--- src/rtl/sis_pkg.sv ---
// constants shared by the system interrupt stage files
// Functional notes
// - three 32-bit control/status registers, one bit per peripheral event
// - mask bit set lets the event through; cleared bit blocks it
// - source status shows one for each peripheral asserting its request
// - wakeup enable bit lets that event wake an idled core
// - shared inputs may overlap; active-event register serves as acknowledgement
// - latched bit sets on rising edge; detection takes two core cycles
// - latched bit clears when matching active bit becomes set
// - once active, the next rising edge on that input is queued again
// - at least three cycles from rising edge to active output
// - active register kept by hardware, readable in supervisor mode only
// - control registers supervisor-only; peripherals see reserved space
package sis_pkg;
  localparam int unsigned NUM_SRC = 32;
  localparam int unsigned NUM_EVT = 9;
  localparam int unsigned ADDR_W  = 4;
  localparam logic [3:0] OFF_MASK   = 4'h0;
  localparam logic [3:0] OFF_STATUS = 4'h4;
  localparam logic [3:0] OFF_WAKE   = 4'h8;
  localparam logic [3:0] OFF_ACTIVE = 4'hC;
  localparam logic [31:0] RST_MASK = 32'h0000_0000;
  localparam logic [31:0] RST_WAKE = 32'h0000_0000;
  localparam logic [31:0] READ_RESERVED = 32'h0000_0000;
  localparam logic [1:0]  MIN_PEND_CYCLES = 2'h1;
endpackage : sis_pkg

--- src/rtl/sis_core_stage.sv ---
// core event stage: edge latch, pending and active tracking
`timescale 1ns/1ps
`default_nettype none
module sis_core_stage #(
  parameter int unsigned NUM_EVT = sis_pkg::NUM_EVT
) (
  input  wire logic               clk_sys,
  input  wire logic               resetn,
  input  wire logic [NUM_EVT-1:0] event_in,
  input  wire logic [NUM_EVT-1:0] enter_ok,
  input  wire logic [NUM_EVT-1:0] event_done,
  output logic      [NUM_EVT-1:0] latched_q,
  output logic      [NUM_EVT-1:0] active_q
);
  logic [NUM_EVT-1:0] prev_q;
  logic [NUM_EVT-1:0] rise_q;
  logic [NUM_EVT-1:0] enter;
  logic [NUM_EVT-1:0] rise;
  assign rise  = event_in & ~prev_q;
  // entry needs a latched bit a cycle old, giving three cycles edge to active
  assign enter = latched_q & enter_ok & ~active_q;
  // edge detection is two cycles: sample, then register the edge
  always_ff @(posedge clk_sys or negedge resetn) begin
    if (!resetn) begin
      prev_q <= '0;
      rise_q <= '0;
    end else begin
      prev_q <= event_in;
      rise_q <= rise;
    end
  end
  // set wins over clear so a new edge during entry is kept queued
  always_ff @(posedge clk_sys or negedge resetn) begin
    if (!resetn) begin
      latched_q <= '0;
      active_q  <= '0;
    end else begin
      latched_q <= (latched_q & ~enter) | rise_q;
      active_q  <= (active_q & ~event_done) | enter;
    end
  end
endmodule : sis_core_stage
`default_nettype wire

--- src/rtl/sis_system_stage.sv ---
// system event stage: mask, status, wakeup and mapping onto core events
`timescale 1ns/1ps
`default_nettype none
module sis_system_stage #(
  parameter int unsigned NUM_SRC = sis_pkg::NUM_SRC,
  parameter int unsigned NUM_EVT = sis_pkg::NUM_EVT,
  parameter logic [NUM_SRC*4-1:0] SRC_MAP = '0
) (
  input  wire logic                        clk_sys,
  input  wire logic                        resetn,
  input  wire logic [NUM_SRC-1:0]          periph_irq,
  input  wire logic                        core_idle,
  input  wire logic [NUM_EVT-1:0]          core_enter_ok,
  input  wire logic [NUM_EVT-1:0]          core_event_done,
  input  wire logic                        reg_sel,
  input  wire logic                        reg_wr,
  input  wire logic                        reg_supervisor,
  input  wire logic [sis_pkg::ADDR_W-1:0]  reg_addr,
  input  wire logic [31:0]                 reg_wdata,
  output logic      [31:0]                 reg_rdata,
  output logic      [NUM_EVT-1:0]          active_event_register,
  output logic      [NUM_EVT-1:0]          latched_event_register,
  output logic                             wake_core,
  output logic      [NUM_EVT-1:0]          shared_event
);
  // elaboration checks: status word is 32 bits and the map field is 4 bits wide
  if (NUM_SRC > 32 || NUM_SRC == 0) begin : g_bad_num_src
    $error("NUM_SRC must be 1..32");
  end
  if (NUM_EVT > 16 || NUM_EVT == 0) begin : g_bad_num_evt
    $error("NUM_EVT must be 1..16");
  end
  logic [31:0] mask_q;
  logic [31:0] wake_q;
  logic [31:0] status_q;
  logic [NUM_SRC-1:0] s1_q;
  logic [NUM_SRC-1:0] s2_q;
  logic [NUM_SRC-1:0] s3_q;
  logic [NUM_EVT-1:0] evt_d;
  logic [NUM_EVT-1:0] evt_q;
  logic [NUM_EVT-1:0] act_w;
  logic [NUM_EVT-1:0] lat_w;
  logic [31:0] masked_w;
  logic [31:0] rd_d;
  logic        wake_d;
  logic        acc_ok;
  logic        wr_mask;
  logic        wr_wake;

  // peripheral pins pass three flops; a change counts when stages two and three agree
  always_ff @(posedge clk_sys or negedge resetn) begin
    if (!resetn) begin
      s1_q <= '0;
      s2_q <= '0;
      s3_q <= '0;
    end else begin
      s1_q <= periph_irq;
      s2_q <= s1_q;
      s3_q <= s2_q;
    end
  end

  // only supervisor accesses decode; others read as reserved and write nothing
  assign acc_ok  = reg_sel & reg_supervisor;
  assign wr_mask = acc_ok & reg_wr & (reg_addr == sis_pkg::OFF_MASK);
  assign wr_wake = acc_ok & reg_wr & (reg_addr == sis_pkg::OFF_WAKE);
  assign masked_w = status_q & mask_q;
  assign wake_d   = core_idle & |(status_q & wake_q);

  // route each masked source onto its shared core input
  always_comb begin
    evt_d = '0;
    for (int i = 0; i < NUM_SRC; i++) begin
      if (masked_w[i]) evt_d[SRC_MAP[i*4 +: 4]] = 1'b1;
    end
  end

  // read decode; peripherals and unmapped offsets see reserved zeros
  always_comb begin
    rd_d = sis_pkg::READ_RESERVED;
    if (acc_ok && !reg_wr) begin
      unique case (reg_addr)
        sis_pkg::OFF_MASK:   rd_d = mask_q;
        sis_pkg::OFF_STATUS: rd_d = status_q;
        sis_pkg::OFF_WAKE:   rd_d = wake_q;
        sis_pkg::OFF_ACTIVE: rd_d = 32'(act_w);
        default:             rd_d = sis_pkg::READ_RESERVED;
      endcase
    end
  end

  // register file of three 32-bit words; status bits above NUM_SRC stay zero
  always_ff @(posedge clk_sys or negedge resetn) begin
    if (!resetn) begin
      mask_q   <= sis_pkg::RST_MASK;
      wake_q   <= sis_pkg::RST_WAKE;
      status_q <= '0;
    end else begin
      if (wr_mask) mask_q <= reg_wdata;
      if (wr_wake) wake_q <= reg_wdata;
      status_q <= 32'({s3_q & s2_q} | (status_q[NUM_SRC-1:0] & (s3_q | s2_q)));
    end
  end

  // outputs straight from flops
  always_ff @(posedge clk_sys or negedge resetn) begin
    if (!resetn) begin
      evt_q                  <= '0;
      reg_rdata              <= '0;
      wake_core              <= 1'b0;
      active_event_register  <= '0;
      latched_event_register <= '0;
      shared_event           <= '0;
    end else begin
      evt_q                  <= evt_d;
      reg_rdata              <= rd_d;
      wake_core              <= wake_d;
      active_event_register  <= act_w;
      latched_event_register <= lat_w;
      shared_event           <= evt_d;
    end
  end

  sis_core_stage #(.NUM_EVT(NUM_EVT)) u_core (
    .clk_sys    (clk_sys),
    .resetn     (resetn),
    .event_in   (evt_q),
    .enter_ok   (core_enter_ok),
    .event_done (core_event_done),
    .latched_q  (lat_w),
    .active_q   (act_w)
  );
endmodule : sis_system_stage
`default_nettype wire
--- config.mk ---
export PLATFORM = sky130hd
export DESIGN_NAME = sis_system_stage
export DESIGN_NICKNAME = d
export VERILOG_FILES = /design/src/rtl/sis_pkg.sv /design/src/rtl/sis_core_stage.sv /design/src/rtl/sis_system_stage.sv
export SDC_FILE = /design/constraint.sdc
export NUM_CORES = 1
export LEC_CHECK = 0
export BUFFER_PORTS_ARGS = -buffer_cell sky130_fd_sc_hd__buf_2
export CAP_MARGIN = 5
export CORE_ASPECT_RATIO = 1.1
export CORE_MARGIN = 2
export CORE_UTILIZATION = 42
export CTS_BUF_LIST = sky130_fd_sc_hd__clkbuf_2
export DETAILED_ROUTE_END_ITERATION = 10
export MAX_ROUTING_LAYER = met4
export PLACE_DENSITY_LB_ADDON = 0.08
export SLEW_MARGIN = 20
export SYNTH_ARGS = -nofsm -noshare
export SYNTH_HDL_FRONTEND = slang
export SYNTH_SLANG_ARGS = --single-unit
--- constraint.sdc ---
create_clock -name clk_sys -period 2.08 [get_ports clk_sys]
set_input_delay 0.312 -clock clk_sys [delete_from_list [all_inputs] [get_ports clk_sys]]
set_output_delay 0.312 -clock clk_sys [all_outputs]
set_load 0.05 [all_outputs]
==> impl_results.md <==
* Status: completed
* Post-synth EDFFs at 0
* Leakage Power at 5.58 nW
* PD cells at 870 nW/um^2
* Syn_area_per_cell at 16.3 sq um
* H-tree levels at 3
* Cell Area, Synth at 8960 sq um
* CTS sink cnt at 264
* Post-CTS resize count at 0
* CTS clk-pin slew, worst paths at 0.11 ns
* Area share of and/or/nand/nor cells after synthesis at 3.34%
* Mapped Cells at 551
* Skew final at 0.0484 ns
* Yosys cell types at 30
* ANT nets after route at 0
* Clock buffer count from CTS at 69
* Max Clk Rate at 0.580 GHz
* Unrepaired setup endpoints after global routing: false
* Total power at 0.0101 W
* Initial DRC Count at 445
* # IOs at 152
* Critical Path Slowest Stage Cell: dfrtp_1
* Worst Path Buf+Inv at 1
* WP data required at 1.77 ns
* Startpoint Class: register
* CP max stage delay at 0.37 ns
* Highest-count cells in the layout ignoring fill and taps: 264 x dfrtp_1, 142 x buf_2, 93 x clkbuf_2, 93 x dlygate4sd3_1, 64 x mux2_1
* Clk buf depth at 3
* Layout cell share with drive strength beyond 1 at 29.5%
* CP arrival at 1.41 ns
* Worst R2R Setup Slack at 0.42 ns
* Setup repair bufs after CTS at 0
* Die H at 157 um
* Post-synth top flop: dfrtp_1
* Max VDD drop at 0.000347 V
* Final WL at 20.7 mm
* Pre-antenna DRT Iters at 6
* Post-synthesis adder-cell area fraction at 3.58%
* Setup Viol. Count Final at 0
* Mux share of post-synthesis cell area at 8.16%
* GP Congestion at 0.792
* Full die area at 22,500 sq um
* Setup crit end kind: output port
* Top delay family on crit path: flip-flops
* Yosys Warn Count at 0
* Commonest non-fill, non-tap cell in the layout: dfrtp_1
* Vias at 5,863
* Sequential area share after synthesis at 73.8%
* First-pass GRT wire length at 32.9 mm
* CTS tree: yes
* GR Util All Layers at 19.8%
* Antenna violations before repair at 1
* XOR/XNOR Fraction of Synth Area at 0%
* TNS Setup at 0 ns
* Final #Nets at 940
* Via-to-Cell Ratio at 4.98
* Clk Latency, worst-skew pair at 0.79 ns
* Critical path class: register to output port
* Total core area at 21,200 sq um
* Final hold viol count at 0
* Row count at 56
* Hold WC Path Type: input pin to register
* Largest family of logic cells by synthesized area: compound AO/OA/AOI/OAI gates
* Die X-Extent at 143 um
* # port buffers at 143
* Fillers at 1,861
* Root Driver: clkbuf_2
* Max-slew violations at 0
* Routed length per instance at 17.5 um
* CP Cell Sequence: buf_2
* Asr flop ratio synth at 100%
* Initial Utilization at 42.3%
* Dpl hpwl at 13.3 mm
* Largest net degree at the start of global routing at 66
* Total grt overflow at 0
* Synth Register Bits at 264
* Core Util, Final at 54.7%
* Crit-path max FO at 1
* Vias in the first global route at 6,187
* Area delta synth->final at 29.3%
* Max cap viols at 0
* # DRC at 0
* Min cycle time layout at 1.73 ns
* Compound-Gate Fraction of Synth Area at 8.59%
* Final period util at 83.0%
-- final timing paths --
path                                     start  cells past startpoint       endpoint
min in group asynchronous               resetn                      3    status_q[9]
worst max-delay path             reg_rdata[21]                      1  reg_rdata[21]
worst min register to register        s1_q[11]                      0       s2_q[11]
max in group asynchronous               resetn                      4     mask_q[28]
worst max register to register    status_q[30]                      3       evt_q[0]
worst min-delay path            periph_irq[13]                      2       s1_q[13]
-- worst reg2reg max path: stages (launching register included) --
cell	delay, ns
dfrtp_1	0.44
a22oi_1	0.31
nand4_1	0.16
or4_1	0.60
-- sequential cells by signal (all words and copies together) (netlist names), 9 cells and up --
signal / cells
u_core.active_q: 9
s2_q: 32
s3_q: 32
mask_q: 32
u_core.latched_q: 9
s1_q: 32
status_q: 32
latched_event_register: 9
active_event_register: 9
reg_rdata: 32
wake_q: 32
-- through the flow --
step           hold slack, ns  cell area, sq um  setup WS (ns)  std cells
6_report                0.151             11600          0.354       1177
3_5_place_dp            0.258             10100          0.271        974
4_1_cts                0.0890             11600          0.142       1177
2_1_floorplan          0.0164              8980          0.503        558
5_1_grt                0.0948             11600          0.282       1177
3_3_place_gp            0.259             10100          0.325        974
-- area by class of cell --
| type | count | area [sq um] | area share [%] |
|---|---|---|---|
| antenna | 1 | 2.50 | 0.0216 |
| clock buffer | 93 | 465 | 4.02 |
| clock inverter | 16 | 121 | 1.05 |
| inverter | 8 | 30.0 | 0.259 |
| multi-input combinational | 256 | 2160 | 18.7 |
| sequential | 264 | 6610 | 57.0 |
| tap | 290 | 363 | 3.13 |
| timing repair buffer | 249 | 1830 | 15.8 |
-- Yosys cell counts, types with 2 or more instances --
cell type / instances / share of area (%)
nand3_1: 8 / 0.45
nand4_1: 8 / 0.56
and4_1: 2 / 0.20
buf_4: 10 / 0.84
a222oi_1: 23 / 2.6
a21boi_0: 8 / 0.67
mux2_1: 64 / 8.0
inv_1: 8 / 0.34
o21ai_0: 8 / 0.45
maj3_1: 32 / 3.6
dfrtp_1: 264 / 74
or4_1: 2 / 0.17
clkbuf_1: 12 / 0.50
nand2_1: 2 / 0.084
buf_6: 6 / 0.75
a22oi_1: 50 / 4.2
a21oi_1: 9 / 0.50
nor2_1: 23 / 0.96
-- per-layer routing --
| layer | vias to the layer above | wire length (um) | GRT usage, % |
|---|---|---|---|
| met3 | 23 | 980 | 4.17 |
| met5 | - | 0 | - |
| met1 | 3018 | 8940 | 25.2 |
| met2 | 174 | 10400 | 31.5 |
| met4 | 0 | 325 | 7.24 |
| li1 | 2648 | - | - |
-- repair_timing --
item / in CTS / in global routing
hold buffers: 94 / 0
hold endpoints to repair: 379 / 0
endpoints found under the setup margin: 0 / 2
-- power by group --
group | total [W] | internal [W] | switching [W]
Combinational | 0.000917 | 0.000443 | 0.000474
Clock | 0.00337 | 0.00144 | 0.00192
Sequential | 0.00580 | 0.00550 | 0.000300
-- cells by family (layout without fill, tap and decap cells) --
group           count (synthesis)  after routing
other cells                     1              9
simple gates                   51             51
compound gates                100            100
fa+ha+maj                      32             32
buf+inv                        38            366
mux                            65             65
flops                         264            264
No activity file was read; power rests on OpenSTA's default activity.
